[src/include/irqmt_pkg.sv]
// Purpose: Constants for interrupt routing and macrotick timers
// Assumes: 32-bit Avalon-MM register window, byte addresses
// Notes: Widths fixed at the documented values
package irqmt_pkg;
	localparam logic [7:0] ERR_LINE_SEL_OFS = 8'h28;
	localparam logic [7:0] STAT_LINE_SEL_OFS = 8'h2c;
	localparam logic [7:0] ERR_EN_SET_OFS = 8'h30;
	localparam logic [7:0] ERR_EN_CLR_OFS = 8'h34;
	localparam logic [7:0] STAT_EN_SET_OFS = 8'h38;
	localparam logic [7:0] STAT_EN_CLR_OFS = 8'h3c;
	localparam logic [7:0] LINE_EN_OFS = 8'h40;
	localparam logic [7:0] ABS_TIMER_OFS = 8'h44;
	localparam logic [7:0] REL_TIMER_OFS = 8'h48;
	localparam logic [7:0] TIMER_FLAG_OFS = 8'h4c;

	localparam logic [31:0] ERR_MASK = 32'h0707_0fff;
	localparam logic [31:0] STAT_MASK = 32'h0303_ffff;
	localparam logic [31:0] ERR_SEL_RESET = 32'h0000_0000;
	localparam logic [31:0] STAT_SEL_RESET = 32'h0303_ffff;
	localparam logic [31:0] EN_RESET = 32'h0000_0000;
	localparam logic [1:0] LINE_EN_RESET = 2'h0;

	localparam int TIMER_ZERO_BIT = 8;
	localparam int TIMER_ONE_BIT = 9;

	// Timer config layout: run, mode, cycle code, macrotick field
	localparam int RUN_BIT = 0;
	localparam int MODE_BIT = 1;
	localparam int CODE_LSB = 8;
	localparam int CODE_W = 7;
	localparam int MT_LSB = 16;
	localparam int MT_W = 14;
	localparam int CYC_W = 6;
endpackage

[src/rtl/irqmt_top.sv]
// Purpose: Interrupt line routing, enable set/clear pairs, absolute and relative timers
// Assumes: Flag sources, macrotick counter and protocol state come from outside
// Notes: Registers answer with one wait state; unmapped reads return zero
//
// Operation
// - Status flag goes to line one when its select bit is 1, else line zero.
// - Error flag goes to line one when its select bit is 1, else line zero.
// - Error enables: write 1 at set address sets, at clear address clears.
// - Status enables: write 1 at set address sets, at clear address clears.
// - Reading set or clear address returns the same enable vector.
// - Error flag interrupts only when its enable bit is 1.
// - Status flag interrupts only when enabled; disabled flags still set.
// - Each host line gated by its own independent line-enable bit.
// - Absolute timer compares cycle set and macrotick with the shared counter.
// - Absolute timer fire: timer-zero output high one macrotick, flag set.
// - Absolute timer runs only in normal active or passive states.
// - Absolute timer mode bit: 1 continuous, 0 single-shot.
// - Seven-bit cycle code selects the cycles where the absolute timer fires.
// - Fourteen-bit macrotick offset fixes the firing point in each selected cycle.
// - Timer-zero output drops at once on leaving normal states or halt.
// - Relative timer fires after its count; timer-one output pulses, flag set.
// - Relative timer runs only in normal active or passive states.
`timescale 1ns/1ps
module irqmt_top (
	input wire logic clk,
	input wire logic sys_rst,
	input wire logic [5:0] avs_address,
	input wire logic avs_read,
	input wire logic avs_write,
	input wire logic [31:0] avs_writedata,
	input wire logic [3:0] avs_byteenable,
	output logic [31:0] avs_readdata,
	output logic avs_waitrequest,
	input wire logic [31:0] errorFlagReg,
	input wire logic [31:0] statusFlagReg,
	input wire logic mtTick,
	input wire logic [13:0] macrotick,
	input wire logic [5:0] cycleCount,
	input wire logic pocNormal,
	output logic hostIrqLineZero,
	output logic hostIrqLineOne,
	output logic timerZeroOut,
	output logic timerOneOut,
	output logic [1:0] timerFlags
);
	logic waitReq_q;
	logic [31:0] rdData_q;
	logic [31:0] errLineSel_q;
	logic [31:0] statLineSel_q;
	logic [31:0] errEn_q;
	logic [31:0] statEn_q;
	logic [1:0] lineEn_q;
	logic absRun_q;
	logic absMode_q;
	logic [6:0] absCode_q;
	logic [13:0] absOffset_q;
	logic relRun_q;
	logic relMode_q;
	logic [13:0] relCount_q;
	logic [13:0] relElapsed_q;
	logic [1:0] tFlag_q;
	logic tint0_q;
	logic tint1_q;
	logic irq0_q;
	logic irq1_q;

	logic busReq;
	logic accept;
	logic wrAcc;
	logic [31:0] wrMask;
	logic [31:0] wrBits;
	logic [7:0] byteAddr;
	logic absFire;
	logic relFire;
	logic [31:0] statusAll;
	logic [31:0] errPend;
	logic [31:0] statPend;
	logic irq0_d;
	logic irq1_d;

	// Byte lanes to a bit mask; used by the line-select and enable registers only
	function automatic logic [31:0] laneMask(input logic [3:0] be);
		logic [31:0] m;
		m = {{8{be[3]}}, {8{be[2]}}, {8{be[1]}}, {8{be[0]}}};
		return m;
	endfunction

	// Cycle filter: highest set code bit picks the repetition, bits below it the base cycle
	function automatic logic cycleHit(input logic [6:0] code, input logic [5:0] cyc);
		logic [6:0] m;
		m = 7'h00;
		for (int i = 0; i < 7; i++) begin
			if (code[i]) begin
				m = 7'((7'h01 << i) - 7'h01);
			end
		end
		return (code != 7'h00) && ((({1'b0, cyc} ^ code) & m) == 7'h00);
	endfunction

	assign byteAddr = {avs_address, 2'b00};
	assign busReq = avs_read | avs_write;
	assign accept = busReq & ~waitReq_q;
	assign wrAcc = avs_write & ~waitReq_q;
	assign wrMask = laneMask(avs_byteenable);
	assign wrBits = avs_writedata & wrMask;

	// One wait state gives decode a full cycle at 250 MHz
	always_ff @(posedge clk) begin
		if (sys_rst) begin
			waitReq_q <= 1'b1;
		end else begin
			waitReq_q <= ~(busReq & waitReq_q);
		end
	end

	always_ff @(posedge clk) begin
		if (sys_rst) begin
			rdData_q <= 32'h0000_0000;
		end else if (avs_read & waitReq_q) begin
			unique case (byteAddr)
				irqmt_pkg::ERR_LINE_SEL_OFS: rdData_q <= errLineSel_q;
				irqmt_pkg::STAT_LINE_SEL_OFS: rdData_q <= statLineSel_q;
				irqmt_pkg::ERR_EN_SET_OFS, irqmt_pkg::ERR_EN_CLR_OFS: rdData_q <= errEn_q;
				irqmt_pkg::STAT_EN_SET_OFS, irqmt_pkg::STAT_EN_CLR_OFS: rdData_q <= statEn_q;
				irqmt_pkg::LINE_EN_OFS: rdData_q <= {30'h0, lineEn_q};
				irqmt_pkg::ABS_TIMER_OFS: rdData_q <= {2'h0, absOffset_q, 1'b0, absCode_q,
					6'h00, absMode_q, absRun_q};
				irqmt_pkg::REL_TIMER_OFS: rdData_q <= {2'h0, relCount_q, 14'h0000,
					relMode_q, relRun_q};
				irqmt_pkg::TIMER_FLAG_OFS: rdData_q <= {30'h0, tFlag_q};
				default: rdData_q <= 32'h0000_0000;
			endcase
		end
	end

	always_ff @(posedge clk) begin
		if (sys_rst) begin
			errLineSel_q <= irqmt_pkg::ERR_SEL_RESET;
			statLineSel_q <= irqmt_pkg::STAT_SEL_RESET;
			lineEn_q <= irqmt_pkg::LINE_EN_RESET;
		end else if (wrAcc) begin
			if (byteAddr == irqmt_pkg::ERR_LINE_SEL_OFS) begin
				errLineSel_q <= ((errLineSel_q & ~wrMask) | wrBits) & irqmt_pkg::ERR_MASK;
			end
			if (byteAddr == irqmt_pkg::STAT_LINE_SEL_OFS) begin
				statLineSel_q <= ((statLineSel_q & ~wrMask) | wrBits) & irqmt_pkg::STAT_MASK;
			end
			if (byteAddr == irqmt_pkg::LINE_EN_OFS && avs_byteenable[0]) begin
				lineEn_q <= avs_writedata[1:0];
			end
		end
	end

	// Enable pairs: zeros written leave bits alone, so no read-modify-write race
	always_ff @(posedge clk) begin
		if (sys_rst) begin
			errEn_q <= irqmt_pkg::EN_RESET;
		end else if (wrAcc && byteAddr == irqmt_pkg::ERR_EN_SET_OFS) begin
			errEn_q <= errEn_q | (wrBits & irqmt_pkg::ERR_MASK);
		end else if (wrAcc && byteAddr == irqmt_pkg::ERR_EN_CLR_OFS) begin
			errEn_q <= errEn_q & ~wrBits;
		end
	end

	always_ff @(posedge clk) begin
		if (sys_rst) begin
			statEn_q <= irqmt_pkg::EN_RESET;
		end else if (wrAcc && byteAddr == irqmt_pkg::STAT_EN_SET_OFS) begin
			statEn_q <= statEn_q | (wrBits & irqmt_pkg::STAT_MASK);
		end else if (wrAcc && byteAddr == irqmt_pkg::STAT_EN_CLR_OFS) begin
			statEn_q <= statEn_q & ~wrBits;
		end
	end

	// Absolute timer: no counter of its own, compares the shared macrotick
	assign absFire = absRun_q & pocNormal & mtTick & (macrotick == absOffset_q)
		& cycleHit(absCode_q, cycleCount);

	always_ff @(posedge clk) begin
		if (sys_rst) begin
			absRun_q <= 1'b0;
			absMode_q <= 1'b0;
			absCode_q <= 7'h00;
			absOffset_q <= 14'h0000;
		end else if (wrAcc && byteAddr == irqmt_pkg::ABS_TIMER_OFS) begin
			absRun_q <= avs_writedata[irqmt_pkg::RUN_BIT];
			absMode_q <= avs_writedata[irqmt_pkg::MODE_BIT];
			absCode_q <= avs_writedata[irqmt_pkg::CODE_LSB +: irqmt_pkg::CODE_W];
			absOffset_q <= avs_writedata[irqmt_pkg::MT_LSB +: irqmt_pkg::MT_W];
		end else if (!pocNormal) begin
			absRun_q <= 1'b0;
		end else if (absFire && !absMode_q) begin
			absRun_q <= 1'b0;
		end
	end

	// Relative timer counts macroticks since arming or since its last expiry
	assign relFire = relRun_q & pocNormal & mtTick
		& (14'(relElapsed_q + 14'h0001) == relCount_q);

	always_ff @(posedge clk) begin
		if (sys_rst) begin
			relRun_q <= 1'b0;
			relMode_q <= 1'b0;
			relCount_q <= 14'h0000;
		end else if (wrAcc && byteAddr == irqmt_pkg::REL_TIMER_OFS) begin
			relRun_q <= avs_writedata[irqmt_pkg::RUN_BIT];
			relMode_q <= avs_writedata[irqmt_pkg::MODE_BIT];
			relCount_q <= avs_writedata[irqmt_pkg::MT_LSB +: irqmt_pkg::MT_W];
		end else if (!pocNormal) begin
			relRun_q <= 1'b0;
		end else if (relFire && !relMode_q) begin
			relRun_q <= 1'b0;
		end
	end

	always_ff @(posedge clk) begin
		if (sys_rst) begin
			relElapsed_q <= 14'h0000;
		end else if (!relRun_q || !pocNormal || relFire) begin
			relElapsed_q <= 14'h0000;
		end else if (mtTick) begin
			relElapsed_q <= 14'(relElapsed_q + 14'h0001);
		end
	end

	// Outputs last until the next macrotick, or drop at once on halt or state exit
	always_ff @(posedge clk) begin
		if (sys_rst) begin
			tint0_q <= 1'b0;
		end else if (absFire) begin
			tint0_q <= 1'b1;
		end else if (mtTick || !pocNormal
			|| (wrAcc && byteAddr == irqmt_pkg::ABS_TIMER_OFS && !avs_writedata[0])) begin
			tint0_q <= 1'b0;
		end
	end

	always_ff @(posedge clk) begin
		if (sys_rst) begin
			tint1_q <= 1'b0;
		end else if (relFire) begin
			tint1_q <= 1'b1;
		end else if (mtTick || !pocNormal
			|| (wrAcc && byteAddr == irqmt_pkg::REL_TIMER_OFS && !avs_writedata[0])) begin
			tint1_q <= 1'b0;
		end
	end

	// Timer flags clear by writing 1; a fire in the same cycle wins
	always_ff @(posedge clk) begin
		if (sys_rst) begin
			tFlag_q <= 2'h0;
		end else begin
			for (int i = 0; i < 2; i++) begin
				if ((i == 0) ? absFire : relFire) begin
					tFlag_q[i] <= 1'b1;
				end else if (wrAcc && byteAddr == irqmt_pkg::TIMER_FLAG_OFS
					&& avs_writedata[i]) begin
					tFlag_q[i] <= 1'b0;
				end
			end
		end
	end

	always_comb begin
		statusAll = statusFlagReg;
		statusAll[irqmt_pkg::TIMER_ZERO_BIT] = tFlag_q[0];
		statusAll[irqmt_pkg::TIMER_ONE_BIT] = tFlag_q[1];
	end

	assign errPend = errorFlagReg & errEn_q & irqmt_pkg::ERR_MASK;
	assign statPend = statusAll & statEn_q & irqmt_pkg::STAT_MASK;
	assign irq0_d = lineEn_q[0]
		& (|(errPend & ~errLineSel_q) | |(statPend & ~statLineSel_q));
	assign irq1_d = lineEn_q[1]
		& (|(errPend & errLineSel_q) | |(statPend & statLineSel_q));

	always_ff @(posedge clk) begin
		if (sys_rst) begin
			irq0_q <= 1'b0;
			irq1_q <= 1'b0;
		end else begin
			irq0_q <= irq0_d;
			irq1_q <= irq1_d;
		end
	end

	assign avs_readdata = rdData_q;
	assign avs_waitrequest = waitReq_q;
	assign hostIrqLineZero = irq0_q;
	assign hostIrqLineOne = irq1_q;
	assign timerZeroOut = tint0_q;
	assign timerOneOut = tint1_q;
	assign timerFlags = tFlag_q;
endmodule

[config.mk]
export PLATFORM = sky130hd
export DESIGN_NAME = irqmt_top
export DESIGN_NICKNAME = d
export VERILOG_FILES = /design/src/include/irqmt_pkg.sv /design/src/rtl/irqmt_top.sv
export SDC_FILE = /design/constraint.sdc
export NUM_CORES = 1
export LEC_CHECK = 0
export BUFFER_PORTS_ARGS = -buffer_cell sky130_fd_sc_hd__buf_2
export CELL_PAD_IN_SITES_DETAIL_PLACEMENT = 0
export CELL_PAD_IN_SITES_GLOBAL_PLACEMENT = 2
export CORE_MARGIN = 8
export CORE_UTILIZATION = 36
export CTS_CLUSTER_SIZE = 28
export DETAILED_ROUTE_END_ITERATION = 6
export PLACE_DENSITY = 0.84
export SLEW_MARGIN = 5
export SYNTH_ARGS = -nofsm -noshare
export SYNTH_HDL_FRONTEND = slang
export SYNTH_SLANG_ARGS = --single-unit
[constraint.sdc]
create_clock -name clk -period 3.22 [get_ports clk]
set_input_delay 0.322 -clock clk [delete_from_list [all_inputs] [get_ports clk]]
set_output_delay 0.322 -clock clk [all_outputs]
set_load 0.05 [all_outputs]
# --- Word-level counts from Yosys, hierarchy flattened ---
# Index checks and enable logic that the tools add are counted.
totals:
  regBits: 196
  input_bits: 132
  out_inout_bits: 39
op_classes:
  add_sub_neg: 1
  eq_ne: 14
  muxes: 25
  bitwise: 38
  n_reduce_logical: 43
op_table:
  columns: ["op", "n"]
  rows:
  - ["32-bit case mux with 8 select lines", 1]
  - ["32-bit 2-to-1 mux", 4]
  - ["32-bit OR reduction", 4]
  - ["32-bit AND", 3]
  - ["27-bit AND", 3]
  - ["26-bit AND", 3]
  - ["6-bit by 4-bit equality test with 1-bit output, second input constant", 6]
  - ["7-bit 2-to-1 mux", 5]
  - ["26-bit by 32-bit AND with 32-bit output", 1]
  - ["27-bit by 32-bit AND with 32-bit output", 1]
  - ["26-bit NOT with 32-bit output", 1]
  - ["27-bit NOT with 32-bit output", 1]
  - ["32-bit NOT", 1]
  - ["32-bit by 26-bit OR with 32-bit output", 1]
  - ["32-bit by 27-bit OR with 32-bit output", 1]
  - ["14-bit equality test", 2]
  - ["27-bit NOT", 1]
  - ["27-bit OR", 1]
  - ["26-bit OR", 1]
  - ["6-bit by 5-bit equality test with 1-bit output, second input constant", 4]
  - ["1-bit logical AND", 15]
  - ["1-bit 2-to-1 mux", 15]
  - ["14-bit by 1-bit adder with 14-bit output, second input constant", 1]
  - ["1-bit AND", 12]
  - ["other kinds (12)", 33]

# --- Depth between registers and ports, before layout ---
depth:
  word_depth: 14
  depth_mapped: 7

# --- Worst setup path before layout ---
# No wires, ideal clock.
synth_path:
  path_type: "register to register"
  start: "register relElapsed_q[0]"
  end: "register relRun_q"
  setup_ns: 0.126
  t_arrival_ns: 1.993
  path_slack_ns: 1.101
  stages_incl_launch_ff: 8
  n_path_buf: 1
  synth_period_minus_slack_ns: 2.119
  cell_sequence: "dfxtp_1 > ha_1 > nand2b_1 > o211a_1 > o32a_1 > a2111oi_4 > buf_6 > a31oi_1"
synth_between:
  elab_chain_len: 5
synth_rtl:
  columns: ["element", "line", "rtl"]
  rows:
  - ["start, declared", "irqmt_top.sv:60", "logic [13:0] relElapsed_q;"]
  - ["start signal, assigned", "irqmt_top.sv:223", "relElapsed_q <= 14'(relElapsed_q + 14'h0001);"]
  - ["14-bit by 1-bit adder with 14-bit output", "irqmt_top.sv:199", "& (14'(relElapsed_q + 14'h0001) == relCount_q);"]
  - ["14-bit equality test", "irqmt_top.sv:199", null]
  - ["1-bit AND", "irqmt_top.sv:199", null]
  - ["1-bit logical AND", "irqmt_top.sv:212", "end else if (relFire && !relMode_q) begin"]
  - ["3-bit by 1-bit inequality test with 1-bit output (no source line)", null, null]
  - ["end signal, assigned", "irqmt_top.sv:207", "relRun_q <= avs_writedata[irqmt_pkg::RUN_BIT];"]
  - ["end, declared", "irqmt_top.sv:57", "logic relRun_q;"]
# Every way passes these cells.
# A chain may end at the register's enable or synchronous reset.

# --- Worst setup path after layout ---
layout_path:
  start: "register relElapsed_q[0]"
  end: "register relElapsed_q[4]"
layout_between:
  elab_chain_len: 5
layout_rtl:
  columns: ["element", "line", "rtl"]
  rows:
  - ["14-bit by 1-bit adder with 14-bit output (*)", "irqmt_top.sv:199, irqmt_top.sv:223", null]
  - ["14-bit equality test", "irqmt_top.sv:199", null]
  - ["1-bit AND", "irqmt_top.sv:199", null]
  - ["1-bit logical OR", "irqmt_top.sv:220", "end else if (!relRun_q || !pocNormal || relFire) begin"]
  - ["2-bit OR reduction (no source line)", null, null]
# Every way passes the cells marked *; elsewhere a longest branch is shown, timed or not.

==> flow_summary_export.csv <==
group,metric,value,unit
placed_design,dp_hpwl,26200,um
worst_hold_path,holdPathStages,2,
power_and_ir_drop,p_leak,4.33,nW
sta,hold_viol,0,
clocking,ctsResizeCount,0,
worst_setup_path,arrival,2.82,ns
worst_setup_path,worstReg2RegStart,"relElapsed_q[0]",
cells_and_area,drive_gt1_share,17.8,%
sta,rsz0062_at_grt,"no",
placed_design,dp.cells,1603,
synthesis,synth_common_cells,"196 x dfxtp_1, 194 x nand2_1, 97 x a21oi_1, 94 x nand3_1, 61 x nor2_1",
power_and_ir_drop,seq_power_share,50.3,%
floorplanning,dieHeight,179,um
cells_and_area,fin_cells,1635,
sta,worst_pin_slew,0.777,ns
synthesis,syn_inst,1168,
clocking,h-tree-depth,4,
sta,setup_violations,0,
global_routing,grt_pass1_vias,8895,
detailed_routing,vias_per_cell,5.68,
placed_design,port_buffers,142,
worst_hold_path,min_path_type,"primary input to flip-flop",
worst_hold_path,holdCritStartpoint,"avs_writedata[30]",
global_routing,grt_pass1_wl,54200,um
power_and_ir_drop,p_per_area,430,mW/mm^2
placed_design,globalplace.congestion,0.895,
synthesis,syn_area_per_cell,8.23,sq um
worst_setup_path,crit_required,3.51,ns
sta,slew_violations,0,
synthesis,yosysSeqAreaShare,40.8,%
power_and_ir_drop,vdd_drop_max,0.248,mV
cells_and_area,nets,1414,
power_and_ir_drop,net-switching-power,0.00127,W
floorplanning,die_w,179,um
run_status,run_status,"complete, but fails checks",
detailed_routing,vias,9288,
clocking,cts_setup_buffers,0,
synthesis,syn_area,0.00962,sq mm
synthesis,synth_flop_cell,"dfxtp_1",
cells_and_area,diodes,0,
clocking,cts.sinks,196,
detailed_routing,antenna_left,0,
clocking,clk_pin_slew,0.08,ns
synthesis,yosysWarnings,0,
sta,min_period,2.53,ns
floorplanning,rows,60,
clocking,clk_path_buf_depth,2,
worst_setup_path,r2r_setup_slack,0.69,ns
floorplanning,coreArea,0.0266,sq mm
synthesis,synth_nets,1301,
worst_setup_path,reg2reg_depth,7,
clocking,cts_tree,"yes",
worst_hold_path,min_to,"errEn_q[30]",
cells_and_area,areaGrowthSynthToFinish,16.7,%
power_and_ir_drop,comb_power_share,6.5,%
detailed_routing,drc,1,
detailed_routing,drtIter0Drc,892,
synthesis,yosysMostFrequentCell,"dfxtp_1",
floorplanning,dieArea,0.0322,sq mm
power_and_ir_drop,netSwitchingFraction,26.4,%
power_and_ir_drop,intPower,0.00355,W
synthesis,synth_seq_cells,196,
placed_design,placed_cell_area,0.0107,sq mm
sta,maxSlewHeadroom,48.2,%
power_and_ir_drop,pwr-share-clk,43.1,%
worst_setup_path,cp-end-kind,"flip-flop",
global_routing,antenna_found_initial,0,
run_status,violations,"DRC",
global_routing,grt_max_degree,135,
synthesis,netlist_top_cells_area,"dfxtp_1 41%, nand2_1 7.6%, mux2i_1 5.7%",
worst_setup_path,crit_fanout,10,
synthesis,synth_edf_count,0,
sta,skew,0.0148,ns
clocking,clock_latency,0.44,ns
floorplanning,initial_core_util,36.2,%
clocking,cts_buffers,17,
cells_and_area,fin_area,0.0112,sq mm
cells_and_area,fillCellCount,2760,
clocking,holdBufCountCts,0,
cells_and_area,final_util,42.2,%
detailed_routing,routed_wl,35800,um
synthesis,yosysTopAreaCell,"dfxtp_1",
synthesis,synth_top_area_share,40.8,%
synthesis,ys_types,71,
global_routing,grt_use_total,21.5,%
worst_setup_path,critPathLaunchType,"flip-flop",
job,drv_cap,0,
clocking,root_buffer,"clkbuf_16",
worst_setup_path,r2r-end,"relElapsed_q[4]",
detailed_routing,firstDrtPassIters,7,
global_routing,globalRouteOverflowTotal,0,
synthesis,async_reset_ff_share,0,%
detailed_routing,wl_per_cell,21.9,um
floorplanning,ioPinCount,171,
sta,finalCritPeriodShare,78.6,%
worst_setup_path,critPathKind,"flip-flop to flip-flop",
sta,fmax,0.395,GHz
sta,fin_tns_setup,0,ns
area by class of cell:
| type | instances | area (sq um) | share of cell area, % |
|---|---|---|---|
| flip-flops and latches | 196 | 3920 | 35.0 |
| well taps | 341 | 427 | 3.80 |
| clock inverters | 14 | 119 | 1.06 |
| multi-input cells | 876 | 5290 | 47.1 |
| repair buffers | 174 | 966 | 8.61 |
| inverters | 16 | 60.1 | 0.535 |
| clock buffers | 18 | 439 | 3.91 |
metrics by stage:
step	hold WS [ns]	setup slack [ns]	total power, W
after floorplan	0.410	1.10	0.00261
after detailed placement	0.425	0.669	0.00280
after global routing	0.0890	0.529	0.00498
after CTS	0.0813	0.698	0.00486
final	0.0940	0.690	0.00482
after global placement	0.415	0.675	0.00280
worst max-delay path by stage:
stage / depth (start not counted) / start / endpoint
global placement: 8 / avs_address[1] / absOffset_q[8]
global route: 7 / relElapsed_q[0] / relElapsed_q[5]
finish: 7 / relElapsed_q[0] / relElapsed_q[4]
detailed placement: 8 / avs_address[1] / absOffset_q[3]
CTS: 7 / relElapsed_q[0] / relElapsed_q[4]
floorplan: 7 / relElapsed_q[0] / relRun_q
cells by family after synthesis:
logic type	synth area share, %
AO/OA/AOI/OAI	19.6
XOR/XNOR	4.37
adder cells (fa/ha/maj)	0.130
buffers and inverters	4.22
flip-flops	40.8
multiplexers	6.90
AND/OR/NAND/NOR	24.0
routing by layer:
layer / GRT usage, % / wire length (um) / vias up
li1: - / - / 4458
met1: 28.3 / 15700 / 4447
met2: 35.9 / 17200 / 349
met3: 3.33 / 2290 / 34
met4: 6.04 / 629 / 0
met5: 0 / 0 / -
worst max-delay path, cell delays in order, from the launching register on:
cell and delay [ns]:
dfxtp_1 0.49, ha_1 0.29, nand3_2 0.19, nor4_1 0.27, o211ai_1 0.16, a2111oi_4 0.59
buf_4 0.29, a211oi_1 0.10
cell usage in the layout, fill, tap and decap left out, drive strengths merged, types with 4 or more instances in the layout:
| cell | n |
|---|---|
| clkinv | 4 |
| a22oi | 14 |
| o21ai | 53 |
| a22o | 13 |
| or3 | 17 |
| inv | 20 |
| a21o | 9 |
| a311oi | 7 |
| nor2b | 4 |
| a221o | 8 |
| nand3 | 98 |
| xnor2 | 30 |
| nor2 | 62 |
| dfxtp | 196 |
| and3 | 32 |
| a221oi | 4 |
| nor3 | 12 |
| mux2i | 55 |
| clkbuf | 18 |
| mux2 | 8 |
| nand4 | 20 |
| nor4b | 5 |
| a21oi | 97 |
| buf | 174 |
| a211oi | 16 |
| a31oi | 5 |
| nand2 | 194 |
| nor4 | 11 |
| and2 | 7 |
| nand2b | 4 |
| o22ai | 17 |
| o211ai | 6 |
| xor2 | 18 |
| a222oi | 10 |
| o21a | 4 |
| clkinvlp | 6 |
power by group through the flow:
stage | registers [W] | clock network, W | logic, W
floorplan | 0.00249 | 0 | 0.000127
global placement | 0.00248 | 0 | 0.000314
detailed placement | 0.00248 | 0 | 0.000313
CTS | 0.00243 | 0.00212 | 0.000314
global route | 0.00243 | 0.00222 | 0.000336
finish | 0.00243 | 0.00208 | 0.000315
(Power assumes the default switching activity.)
